## config.mk

```make
export PLATFORM = sky130hd
export DESIGN_NAME = spm_serial_ctrl
export DESIGN_NICKNAME = d
export VERILOG_FILES = /design/src/spm_pkg.sv /design/src/spm_tx.sv /design/src/spm_serial_ctrl.sv
export SDC_FILE = /design/constraint.sdc
export NUM_CORES = 1
export LEC_CHECK = 0
export BUFFER_PORTS_ARGS = -buffer_cell sky130_fd_sc_hd__buf_4
export CAP_MARGIN = 25
export CORE_MARGIN = 2
export CORE_UTILIZATION = 50
export CTS_BUF_LIST = sky130_fd_sc_hd__clkbuf_16
export DETAILED_ROUTE_END_ITERATION = 16
export PLACE_DENSITY = 0.69
export SYNTH_ARGS = -nofsm -noshare
export SYNTH_HDL_FRONTEND = slang
export SYNTH_HIERARCHICAL = 1
export SYNTH_SLANG_ARGS = --single-unit
export TNS_END_PERCENT = 50
```

## constraint.sdc

```tcl
create_clock -name clk_sys_i -period 11 [get_ports clk_sys_i]
set_input_delay 2.2 -clock clk_sys_i [delete_from_list [all_inputs] [get_ports clk_sys_i]]
set_output_delay 2.2 -clock clk_sys_i [all_outputs]
set_load 0.03 [all_outputs]
```

## src/spm_pkg.sv

```systemverilog
// spm_pkg: register map, field layouts, frame states and parity helpers
// assumes one 125 MHz system clock and 32-bit avalon-mm register access
package spm_pkg;
    localparam logic [4:0] SPM_OFS_STAT = 5'h00;
    localparam logic [4:0] SPM_OFS_DATA = 5'h04;
    localparam logic [4:0] SPM_OFS_DIV = 5'h08;
    localparam logic [4:0] SPM_OFS_CTRL = 5'h0C;
    localparam logic [4:0] SPM_OFS_ADDR = 5'h10;
    localparam logic [31:0] SPM_CTRL_RST = 32'h0000_0000;
    localparam logic [31:0] SPM_STAT_RST = 32'h0000_00C0;
    localparam logic [15:0] SPM_DIV_RST = 16'h0000;
    localparam logic [3:0] SPM_ADDR_RST = 4'h0;
    // whole frame in bit times (start, data, one stop), then index of the last data bit
    localparam logic [3:0] SPM_BITS8 = 4'hA;
    localparam logic [3:0] SPM_BITS9 = 4'hB;
    localparam logic [3:0] SPM_LAST8 = 4'h7;
    localparam logic [3:0] SPM_LAST9 = 4'h8;

    typedef struct packed {
        logic [17:0] rsv;
        logic unit_on;
        logic word9;
        logic wake_addr;
        logic parity_on;
        logic parity_odd_sel;
        logic parity_err_irq_en;
        logic tx_empty_irq_en;
        logic tx_done_irq_en;
        logic rx_full_irq_en;
        logic idle_irq_en;
        logic tx_on;
        logic rx_on;
        logic rx_mute;
        logic rsv0;
    } spm_ctrl_t;

    typedef struct packed {
        logic [23:0] rsv;
        logic tx_empty_flag;
        logic tx_done_flag;
        logic rx_full_flag;
        logic idle_flag;
        logic overrun_flag;
        logic [1:0] rsv1;
        logic parity_err_flag;
    } spm_stat_t;

    typedef enum logic [1:0] {
        SPM_IDLE = 2'b00,
        SPM_START = 2'b01,
        SPM_DATA = 2'b11,
        SPM_STOP = 2'b10
    } spm_st_t;

    function automatic logic spm_msb(input logic [8:0] d, input logic nine);
        spm_msb = nine ? d[8] : d[7];
    endfunction : spm_msb

    // parity over the data bits below the top one
    function automatic logic spm_par(input logic [8:0] d, input logic nine,
                                     input logic odd);
        spm_par = (^(d & (nine ? 9'h0FF : 9'h07F))) ^ odd;
    endfunction : spm_par
endpackage : spm_pkg

```

## src/spm_tx.sv

```systemverilog
// spm_tx: frame serialiser, lsb first, one stop bit
// assumes control inputs come from registers on the same clock
`timescale 1ns/1ps
module spm_tx import spm_pkg::*; (
    input wire logic clk_sys_i,
    input wire logic resetn_i,
    input wire logic unit_on_i,
    input wire logic tx_on_i,
    input wire logic word9_i,
    input wire logic parity_on_i,
    input wire logic parity_odd_i,
    input wire logic [15:0] div_i,
    input wire logic load_valid_i,
    input wire logic [8:0] load_data_i,
    output logic take_o,
    output logic done_o,
    output logic txd_o
);
    spm_st_t st_r, st_nxt;
    logic [15:0] cnt_r, cnt_nxt;
    logic [3:0] bit_r, bit_nxt;
    logic [8:0] sh_r, sh_nxt;
    logic txd_r, txd_nxt;
    logic done_r, done_nxt;
    logic tick;
    logic [8:0] word;

    // divisor 0 and 1 both give one clock per bit
    assign tick = ({1'b0, cnt_r} + 17'h00001) >= {1'b0, div_i};
    assign take_o = (st_r == SPM_IDLE) && unit_on_i && tx_on_i && load_valid_i;
    assign done_o = done_r;
    assign txd_o = txd_r;

    always_comb begin
        word = word9_i ? load_data_i : {1'b0, load_data_i[7:0]};
        if (parity_on_i && word9_i) begin
            word[8] = spm_par(load_data_i, 1'b1, parity_odd_i);
        end else if (parity_on_i) begin
            word[7] = spm_par(load_data_i, 1'b0, parity_odd_i);
        end
        st_nxt = st_r;
        cnt_nxt = tick ? 16'h0000 : cnt_r + 16'h0001;
        bit_nxt = bit_r;
        sh_nxt = sh_r;
        txd_nxt = txd_r;
        done_nxt = 1'b0;
        case (st_r)
            SPM_IDLE: begin
                cnt_nxt = 16'h0000;
                txd_nxt = 1'b1;
                if (take_o) begin
                    sh_nxt = word;
                    bit_nxt = word9_i ? SPM_LAST9 : SPM_LAST8;
                    txd_nxt = 1'b0;
                    st_nxt = SPM_START;
                end
            end
            SPM_START: begin
                if (tick) begin
                    txd_nxt = sh_r[0];
                    sh_nxt = sh_r >> 1;
                    st_nxt = SPM_DATA;
                end
            end
            SPM_DATA: begin
                if (tick && bit_r == 4'h0) begin
                    txd_nxt = 1'b1;
                    st_nxt = SPM_STOP;
                end else if (tick) begin
                    txd_nxt = sh_r[0];
                    sh_nxt = sh_r >> 1;
                    bit_nxt = bit_r - 4'h1;
                end
            end
            SPM_STOP: begin
                if (tick) begin
                    done_nxt = 1'b1;
                    st_nxt = SPM_IDLE;
                end
            end
            default: begin
                st_nxt = SPM_IDLE;
            end
        endcase
        // unit off drops the frame at once and parks the line high
        if (!unit_on_i) begin
            st_nxt = SPM_IDLE;
            cnt_nxt = 16'h0000;
            txd_nxt = 1'b1;
            done_nxt = 1'b0;
        end
    end

    always_ff @(posedge clk_sys_i) begin
        if (!resetn_i) begin
            st_r <= SPM_IDLE;
            cnt_r <= 16'h0000;
            bit_r <= 4'h0;
            sh_r <= 9'h000;
            txd_r <= 1'b1;
            done_r <= 1'b0;
        end else begin
            st_r <= st_nxt;
            cnt_r <= cnt_nxt;
            bit_r <= bit_nxt;
            sh_r <= sh_nxt;
            txd_r <= txd_nxt;
            done_r <= done_nxt;
        end
    end
endmodule : spm_tx

```

## src/spm_serial_ctrl.sv

```systemverilog
// spm_serial_ctrl: serial transceiver with its main control word
// assumes an avalon-mm master on clk_sys_i and an async line on rxd_i
//
// Our own choice: the Avalon-MM interface to the registers.
`timescale 1ns/1ps
module spm_serial_ctrl import spm_pkg::*; (
    input wire logic clk_sys_i,
    input wire logic resetn_i,
    input wire logic [4:0] avs_address_i,
    input wire logic avs_read_i,
    input wire logic avs_write_i,
    input wire logic [31:0] avs_writedata_i,
    output logic [31:0] avs_readdata_o,
    output logic avs_waitrequest_o,
    input wire logic rxd_i,
    output logic txd_o,
    output logic irq_o
);
    spm_ctrl_t ctrl_r, ctrl_nxt;
    spm_stat_t stat_r, stat_nxt;
    logic [15:0] div_r, div_nxt;
    logic [3:0] addr_r, addr_nxt;
    logic [8:0] tdr_r, tdr_nxt;
    logic tdr_full_r, tdr_full_nxt;
    logic [8:0] rdr_r, rdr_nxt;
    logic stat_rd_r, stat_rd_nxt;
    logic wait_r, wait_nxt;
    logic [31:0] rdata_r, rdata_nxt;
    logic irq_r, irq_nxt;
    logic acc, wr_en, rd_en, wr_ctrl;
    logic tx_take, tx_done;

    // receiver state
    logic rxm_r, rxm_nxt;
    logic rxs_r, rxs_nxt;
    spm_st_t rst_r, rst_nxt;
    logic [15:0] rcnt_r, rcnt_nxt;
    logic [3:0] rbit_r, rbit_nxt;
    logic [8:0] rsh_r, rsh_nxt;
    logic [3:0] icnt_r, icnt_nxt;
    logic iarm_r, iarm_nxt;
    logic rx_run, rtick, frame_end;
    logic [8:0] fdata;
    logic perr, is_addr, addr_hit;
    logic rx_accept, idle_evt, mute_set, mute_clr;

    // one wait cycle, answer on the second edge
    assign acc = (avs_read_i | avs_write_i) & ~wait_r;
    assign wr_en = avs_write_i & ~wait_r;
    assign rd_en = avs_read_i & ~wait_r;
    assign wr_ctrl = wr_en && avs_address_i == SPM_OFS_CTRL;
    assign avs_readdata_o = rdata_r;
    assign avs_waitrequest_o = wait_r;
    assign irq_o = irq_r;

    spm_tx u_tx (
        .clk_sys_i(clk_sys_i),
        .resetn_i(resetn_i),
        .unit_on_i(ctrl_r.unit_on),
        .tx_on_i(ctrl_r.tx_on),
        .word9_i(ctrl_r.word9),
        .parity_on_i(ctrl_r.parity_on),
        .parity_odd_i(ctrl_r.parity_odd_sel),
        .div_i(div_r),
        .load_valid_i(tdr_full_r),
        .load_data_i(tdr_r),
        .take_o(tx_take),
        .done_o(tx_done),
        .txd_o(txd_o)
    );

    always_comb begin
        ctrl_nxt = ctrl_r;
        stat_nxt = stat_r;
        div_nxt = div_r;
        addr_nxt = addr_r;
        tdr_nxt = tdr_r;
        tdr_full_nxt = tdr_full_r;
        rdr_nxt = rdr_r;
        stat_rd_nxt = stat_rd_r;
        wait_nxt = !((avs_read_i | avs_write_i) && wait_r);
        rdata_nxt = rdata_r;
        if (avs_read_i && wait_r) begin
            case (avs_address_i)
                SPM_OFS_STAT: rdata_nxt = stat_r;
                SPM_OFS_DATA: rdata_nxt = {23'h000000, rdr_r};
                SPM_OFS_DIV: rdata_nxt = {16'h0000, div_r};
                SPM_OFS_CTRL: rdata_nxt = ctrl_r;
                SPM_OFS_ADDR: rdata_nxt = {28'h0000000, addr_r};
                default: rdata_nxt = 32'h0000_0000;
            endcase
        end
        if (acc) begin
            stat_rd_nxt = rd_en && avs_address_i == SPM_OFS_STAT;
        end
        if (wr_en) begin
            case (avs_address_i)
                SPM_OFS_CTRL: begin
                    ctrl_nxt = spm_ctrl_t'(avs_writedata_i);
                    ctrl_nxt.rsv = 18'h00000;
                    ctrl_nxt.rsv0 = 1'b0;
                    // mute is locked in address wake mode while a received frame waits
                    if (ctrl_r.wake_addr && stat_r.rx_full_flag) begin
                        ctrl_nxt.rx_mute = ctrl_r.rx_mute;
                    end
                end
                SPM_OFS_DATA: begin
                    tdr_nxt = avs_writedata_i[8:0];
                    tdr_full_nxt = 1'b1;
                    stat_nxt.tx_empty_flag = 1'b0;
                    stat_nxt.tx_done_flag = 1'b0;
                end
                SPM_OFS_DIV: div_nxt = avs_writedata_i[15:0];
                SPM_OFS_ADDR: addr_nxt = avs_writedata_i[3:0];
                default: begin
                end
            endcase
        end
        if (rd_en && avs_address_i == SPM_OFS_DATA) begin
            stat_nxt.rx_full_flag = 1'b0;
            if (stat_rd_r) begin
                stat_nxt.parity_err_flag = 1'b0;
                stat_nxt.overrun_flag = 1'b0;
                stat_nxt.idle_flag = 1'b0;
            end
        end
        // hardware events last so they win over a register access in the same cycle
        if (tx_take) begin
            tdr_full_nxt = 1'b0;
            stat_nxt.tx_empty_flag = 1'b1;
        end
        if (tx_done && !tdr_full_r) begin
            stat_nxt.tx_done_flag = 1'b1;
        end
        if (rx_accept && stat_r.rx_full_flag) begin
            stat_nxt.overrun_flag = 1'b1;
        end else if (rx_accept) begin
            rdr_nxt = fdata;
            stat_nxt.rx_full_flag = 1'b1;
            stat_nxt.parity_err_flag = stat_nxt.parity_err_flag | perr;
        end
        if (idle_evt && !ctrl_r.rx_mute) begin
            stat_nxt.idle_flag = 1'b1;
        end
        if (mute_set) begin
            ctrl_nxt.rx_mute = 1'b1;
        end else if (mute_clr) begin
            ctrl_nxt.rx_mute = 1'b0;
        end
        irq_nxt = (stat_r.parity_err_flag & ctrl_r.parity_err_irq_en)
                | (stat_r.tx_empty_flag & ctrl_r.tx_empty_irq_en)
                | (stat_r.tx_done_flag & ctrl_r.tx_done_irq_en)
                | ((stat_r.rx_full_flag | stat_r.overrun_flag)
                   & ctrl_r.rx_full_irq_en)
                | (stat_r.idle_flag & ctrl_r.idle_irq_en);
    end

    always_ff @(posedge clk_sys_i) begin
        if (!resetn_i) begin
            ctrl_r <= spm_ctrl_t'(SPM_CTRL_RST);
            stat_r <= spm_stat_t'(SPM_STAT_RST);
            div_r <= SPM_DIV_RST;
            addr_r <= SPM_ADDR_RST;
            tdr_r <= 9'h000;
            tdr_full_r <= 1'b0;
            rdr_r <= 9'h000;
            stat_rd_r <= 1'b0;
            wait_r <= 1'b1;
            rdata_r <= 32'h0000_0000;
            irq_r <= 1'b0;
        end else begin
            ctrl_r <= ctrl_nxt;
            stat_r <= stat_nxt;
            div_r <= div_nxt;
            addr_r <= addr_nxt;
            tdr_r <= tdr_nxt;
            tdr_full_r <= tdr_full_nxt;
            rdr_r <= rdr_nxt;
            stat_rd_r <= stat_rd_nxt;
            wait_r <= wait_nxt;
            rdata_r <= rdata_nxt;
            irq_r <= irq_nxt;
        end
    end

    // receiver: samples mid-bit, half a bit after the falling start edge
    assign rx_run = ctrl_r.unit_on & ctrl_r.rx_on;
    assign fdata = ctrl_r.word9 ? rsh_r : {1'b0, rsh_r[8:1]};
    assign perr = ctrl_r.parity_on
        && spm_par(fdata, ctrl_r.word9, ctrl_r.parity_odd_sel)
           != spm_msb(fdata, ctrl_r.word9);
    assign is_addr = spm_msb(fdata, ctrl_r.word9);
    assign addr_hit = is_addr && fdata[3:0] == addr_r;

    always_comb begin
        rxm_nxt = rxd_i;
        rxs_nxt = rxm_r;
        rst_nxt = rst_r;
        rbit_nxt = rbit_r;
        rsh_nxt = rsh_r;
        icnt_nxt = icnt_r;
        iarm_nxt = iarm_r;
        idle_evt = 1'b0;
        frame_end = 1'b0;
        rtick = ({1'b0, rcnt_r} + 17'h00001)
              >= {1'b0, (rst_r == SPM_START) ? (div_r >> 1) : div_r};
        rcnt_nxt = rtick ? 16'h0000 : rcnt_r + 16'h0001;
        case (rst_r)
            SPM_IDLE: begin
                if (!rxs_r) begin
                    rcnt_nxt = 16'h0000;
                    icnt_nxt = 4'h0;
                    rst_nxt = SPM_START;
                end else if (rtick && iarm_r) begin
                    icnt_nxt = icnt_r + 4'h1;
                    if (icnt_nxt == (ctrl_r.word9 ? SPM_BITS9 : SPM_BITS8)) begin
                        idle_evt = 1'b1;
                        iarm_nxt = 1'b0;
                    end
                end
            end
            SPM_START: begin
                if (rtick) begin
                    rst_nxt = rxs_r ? SPM_IDLE : SPM_DATA;
                    rbit_nxt = ctrl_r.word9 ? SPM_LAST9 : SPM_LAST8;
                end
            end
            SPM_DATA: begin
                if (rtick) begin
                    rsh_nxt = {rxs_r, rsh_r[8:1]};
                    rbit_nxt = rbit_r - 4'h1;
                    if (rbit_r == 4'h0) begin
                        rst_nxt = SPM_STOP;
                    end
                end
            end
            SPM_STOP: begin
                if (rtick) begin
                    frame_end = 1'b1;
                    iarm_nxt = 1'b1;
                    icnt_nxt = 4'h0;
                    rst_nxt = SPM_IDLE;
                end
            end
            default: begin
                rst_nxt = SPM_IDLE;
            end
        endcase
        // receiver off: drop the frame and forget the idle history
        if (!rx_run) begin
            rst_nxt = SPM_IDLE;
            rcnt_nxt = 16'h0000;
            iarm_nxt = 1'b0;
            icnt_nxt = 4'h0;
            frame_end = 1'b0;
            idle_evt = 1'b0;
        end
    end

    // a mismatching address mark mutes; a matching one wakes and is kept
    always_comb begin
        rx_accept = 1'b0;
        mute_set = 1'b0;
        mute_clr = 1'b0;
        if (frame_end && ctrl_r.rx_mute) begin
            if (ctrl_r.wake_addr && addr_hit) begin
                mute_clr = 1'b1;
                rx_accept = 1'b1;
            end
        end else if (frame_end) begin
            if (ctrl_r.wake_addr && is_addr && !addr_hit) begin
                mute_set = 1'b1;
            end else begin
                rx_accept = 1'b1;
            end
        end
        if (idle_evt && ctrl_r.rx_mute && !ctrl_r.wake_addr) begin
            mute_clr = 1'b1;
        end
    end

    always_ff @(posedge clk_sys_i) begin
        if (!resetn_i) begin
            rxm_r <= 1'b1;
            rxs_r <= 1'b1;
            rst_r <= SPM_IDLE;
            rcnt_r <= 16'h0000;
            rbit_r <= 4'h0;
            rsh_r <= 9'h000;
            icnt_r <= 4'h0;
            iarm_r <= 1'b0;
        end else begin
            rxm_r <= rxm_nxt;
            rxs_r <= rxs_nxt;
            rst_r <= rst_nxt;
            rcnt_r <= rcnt_nxt;
            rbit_r <= rbit_nxt;
            rsh_r <= rsh_nxt;
            icnt_r <= icnt_nxt;
            iarm_r <= iarm_nxt;
        end
    end
endmodule : spm_serial_ctrl

```

==> metrics.log <==
[metrics] outcome: finished, final reports clean
[metrics] proportion of total power due to net switching: 24.25%
[metrics] critical register-to-register path startpoint: rst_r[0]
[metrics] pin count of the biggest net entering global routing: 77
[metrics] Hold EP: rxs_r
[metrics] Gate power share: 3.8%
[metrics] FP Rows: 46
[metrics] unrepaired setup endpoints after global routing: false
[metrics] data arrival time of the worst path: 4570 ps
[metrics] final core utilization: 56.33%
[metrics] number of synthesized register bits: 148
[metrics] post-layout minimum cycle time: 4214 ps
[metrics] CORE AREA: 15,710 sq um
[metrics] kind of launch point of the worst setup path: flip-flop
[metrics] nets@finish: 1,034
[metrics] static leakage: 3.365 nW
[metrics] number of global-route vias before repair: 5,966
[metrics] final hold violation count: 0
[metrics] clock root cell: clkbuf_16
[metrics] layout cells sized above 1: 10.65%
[metrics] DRT Pass-1 Iters: 6
[metrics] most frequent cell after synthesis: dfxtp_1
[metrics] capturing element type of the critical path: flip-flop
[metrics] distinct cell type count after synthesis: 66
[metrics] internal power component: 0.8601 mW
[metrics] critical hold path startpoint: rxm_r
[metrics] number of warning messages in the yosys log: 6
[metrics] worst skew pair latency: 430 ps
[metrics] Primary FF master, synth: dfxtp_1
[metrics] die height: 130.0 microns
[metrics] max-capacitance violation count: 0
[metrics] cell seen most often among critical-path stages: buf_4
[metrics] residual overflow from global routing: 0
[metrics] leading cell types by total area after synthesis: dfxtp_1, mux2i_1, ha_1
[metrics] number of vias in the routed layout: 6,638
[metrics] required time of the critical path: 11,350 ps
[metrics] initial antenna violation count: 0
[metrics] final WL: 19,630 microns
[metrics] Min-Delay Path Class: flip-flop to flip-flop
[metrics] maximum count of clock buffers along a single path: 2
[metrics] count of flip-flops with a built-in enable after synthesis: 0
[metrics] reg2reg path depth: 12
[metrics] area of the die: 16,900 sq um
[metrics] area share of the largest cell type after synthesis: 37.33%
[metrics] post-route insts no fill: 1,183
[metrics] final weighted congestion in routability-driven placement: 0.8726
[metrics] Detailed Route Iter0 Violations: 584
[metrics] register clock-pin slew on the reported worst setup and hold paths: 60 ps
[metrics] global-route wire length before repair: 31,370 microns
[metrics] actual slew at the worst max-slew pin: 855.5 ps
[metrics] Top Ports: 77
[metrics] Horiz. Die Dim: 130.0 microns
[metrics] average vias per placed instance: 5.611
[metrics] CP max-delay cell: dfxtp_1
[metrics] asr flop ratio synth: 0%
[metrics] final critical-path share of the clock period: 38.31%
[metrics] most instantiated cells after synthesis: dfxtp_1, nand2_1, a21oi_1
[metrics] Setup violations, final: 0
[metrics] Relative slew margins: 42.85%
[metrics] part of the total power dissipated in sequential elements: 47.5%
[metrics] worst reg2reg setup slack: 6790 ps
[metrics] DRC errors left: 0
[metrics] upper clock frequency limit: 237.3 MHz
[metrics] detailed-placement wirelength estimate: 13,640 microns
[metrics] Crit Path Category: flip-flop to flip-flop
[metrics] aggregate negative setup slack: 0 ps
[metrics] power per cell area: 128.3 nW/um^2
[metrics] endpoint of the worst register-to-register path: rdr_r[3]
[metrics] buffer count from post-CTS setup fixing: 0
[metrics] Layout Skew: 8.096 ps
[metrics] effective utilization at floorplan: 50.51%
[metrics] Post-CTS Hold Fix Bufs: 0
[metrics] clock tree from TritonCTS: built
[metrics] number of buffers created by CTS: 17
[metrics] number of clock sinks: 148
[metrics] Largest stage delay, worst path: 720 ps
[metrics] clock share of power: 48.7%
[metrics] synthesized area per cell: 8.470 sq um
[metrics] synth-to-layout area growth: 11.52%
[metrics] Syn Std Cell Area: 7936 sq um
[metrics] crit-path max FO: 24
[metrics] proportion of synthesized chip area in sequential cells: 37.33%
[metrics] count of nets left with antenna violations after detail routing: 0
[metrics] worst hold stages: 1
[metrics] global-route usage over all layers: 24.15%
[metrics] Psw: 0.2754 mW
[metrics] fin. max-slew vios: 0
[metrics] maximum vdd ir drop: 0.1070 mV
[metrics] routed len/inst: 16.59 microns
[metrics] number of instances in the placed design: 1,151
[metrics] synthesized netlist cell count: 937
[metrics] fill cell instance count of the final layout: 1,476
[metrics] number of port buffers: 44
[metrics] critical path, cell by cell: inv_1 -> nor2_1 -> buf_4 -> mux2_2 -> ha_1 -> nand2b_1 -> a221oi_1 -> o211a_1 -> o21a_1 -> buf_4 -> or4_4 -> mux2i_1
[metrics] H-tree Lvls: 4
[metrics] cell taking the most area after synthesis: dfxtp_1
[metrics] total of cells resized after clock tree synthesis: 0
[metrics] count of inserted antenna diode cells: 0
-- worst max-delay path by stage --
stage,start,to,slack [ps],cells after the start
6_report,rst_r[0],rdr_r[3],6790,12
5_1_grt,rst_r[0],rdr_r[3],6560,12
4_1_cts,rst_r[0],rdr_r[3],6840,12
3_5_place_dp,avs_address_i[4],div_r[0],6470,6
3_3_place_gp,avs_address_i[4],div_r[11],6550,6
2_1_floorplan,avs_address_i[4],ctrl_r[10],7230,7
-- flip-flops by register name, indices dropped and copies added (netlist names), 2 cells and up --
| name | count |
|---|---|
| avs_readdata_o | 16 |
| stat_r | 6 |
| tdr_r | 9 |
| u_tx/bit_r | 4 |
| rdr_r | 9 |
| icnt_r | 4 |
| div_r | 16 |
| ctrl_r | 13 |
| u_tx/sh_r | 9 |
| rst_r | 2 |
| u_tx/cnt_r | 16 |
| rcnt_r | 16 |
| u_tx/st_r | 2 |
| rsh_r | 9 |
| rbit_r | 4 |
| addr_r | 4 |
-- layout by cell type, fill, tap and decap left out, types with 16 or more instances in the layout --
| master | n |
|---|---|
| xor2_1 | 18 |
| xnor2_1 | 32 |
| dfxtp_1 | 148 |
| o21ai_0 | 24 |
| ha_1 | 38 |
| conb_1 | 16 |
| clkbuf_16 | 17 |
| nand2_1 | 120 |
| buf_4 | 49 |
| nand2b_1 | 19 |
| mux2i_1 | 64 |
| nor2_1 | 67 |
| nand3_1 | 44 |
| inv_1 | 36 |
| and3_1 | 20 |
| a21oi_1 | 74 |
| nor2b_1 | 23 |
-- cells by family after synthesis --
kind of cell / Yosys count / synth area share (%)
AOI/OAI and AO/OA: 172 / 13.64
and+or+nand+nor: 349 / 21.49
DFF: 148 / 37.33
xor gates and xnor gates: 51 / 5.802
buffers and inverters: 102 / 5.928
adders and majority gates: 38 / 5.991
other: 1 / 0.04725
muxes: 76 / 9.775
-- critical path, delay by kind of cell (launching register included) --
| family | cells | cell delay, ps |
|---|---|---|
| AOI/OAI and AO/OA | 3 | 1000 |
| buffers and inverters | 3 | 950 |
| DFF | 1 | 720 |
| and+or+nand+nor | 3 | 610 |
| muxes | 2 | 600 |
| adders and majority gates | 1 | 260 |
-- cell type report --
cell class	count	area (sq um)	area share (%)
multi-input cells	702	4559	51.51
well taps	216	270.3	3.053
repair buffers	49	367.9	4.156
flip-flops and latches	148	2963	33.47
inverters	36	135.1	1.527
clock inverters	15	130.1	1.470
clock buffers	17	425.4	4.806
-- metal layers --
layer | GRT usage, % | wire length (microns) | vias up | share of wire (%)
met4 | 7.590 | 373 | 0 | 1.9
li1 | - | - | 3294 | -
met2 | 37.85 | 8946 | 194 | 46
met3 | 5.166 | 1104 | 28 | 5.6
met1 | 33.41 | 9201 | 3122 | 47
met5 | 0 | 0 | - | 0
-- stage by stage --
stage / hold slack, ps / area [sq um] / power [mW] / setup WS [ps]
final: 411.4 / 8851 / 1.136 / 6786
after global routing: 440.8 / 8851 / 1.169 / 6558
after CTS: 414.3 / 8851 / 1.141 / 6840
after detailed placement: 397.6 / 8295 / 0.5936 / 6469
after global placement: 387.7 / 8288 / 0.5934 / 6550
after floorplan: 386.3 / 7993 / 0.5813 / 7231
-- power by group through the flow --
stage	Clock (mW)	Sequential, mW	Combinational (mW)
final	0.553	0.539	0.0432
after global routing	0.584	0.539	0.0463
after global placement	0	0.551	0.0425
after floorplan	0	0.551	0.0305
after detailed placement	0	0.551	0.0426
after CTS	0.560	0.539	0.0427
(Power assumes the default switching activity.)
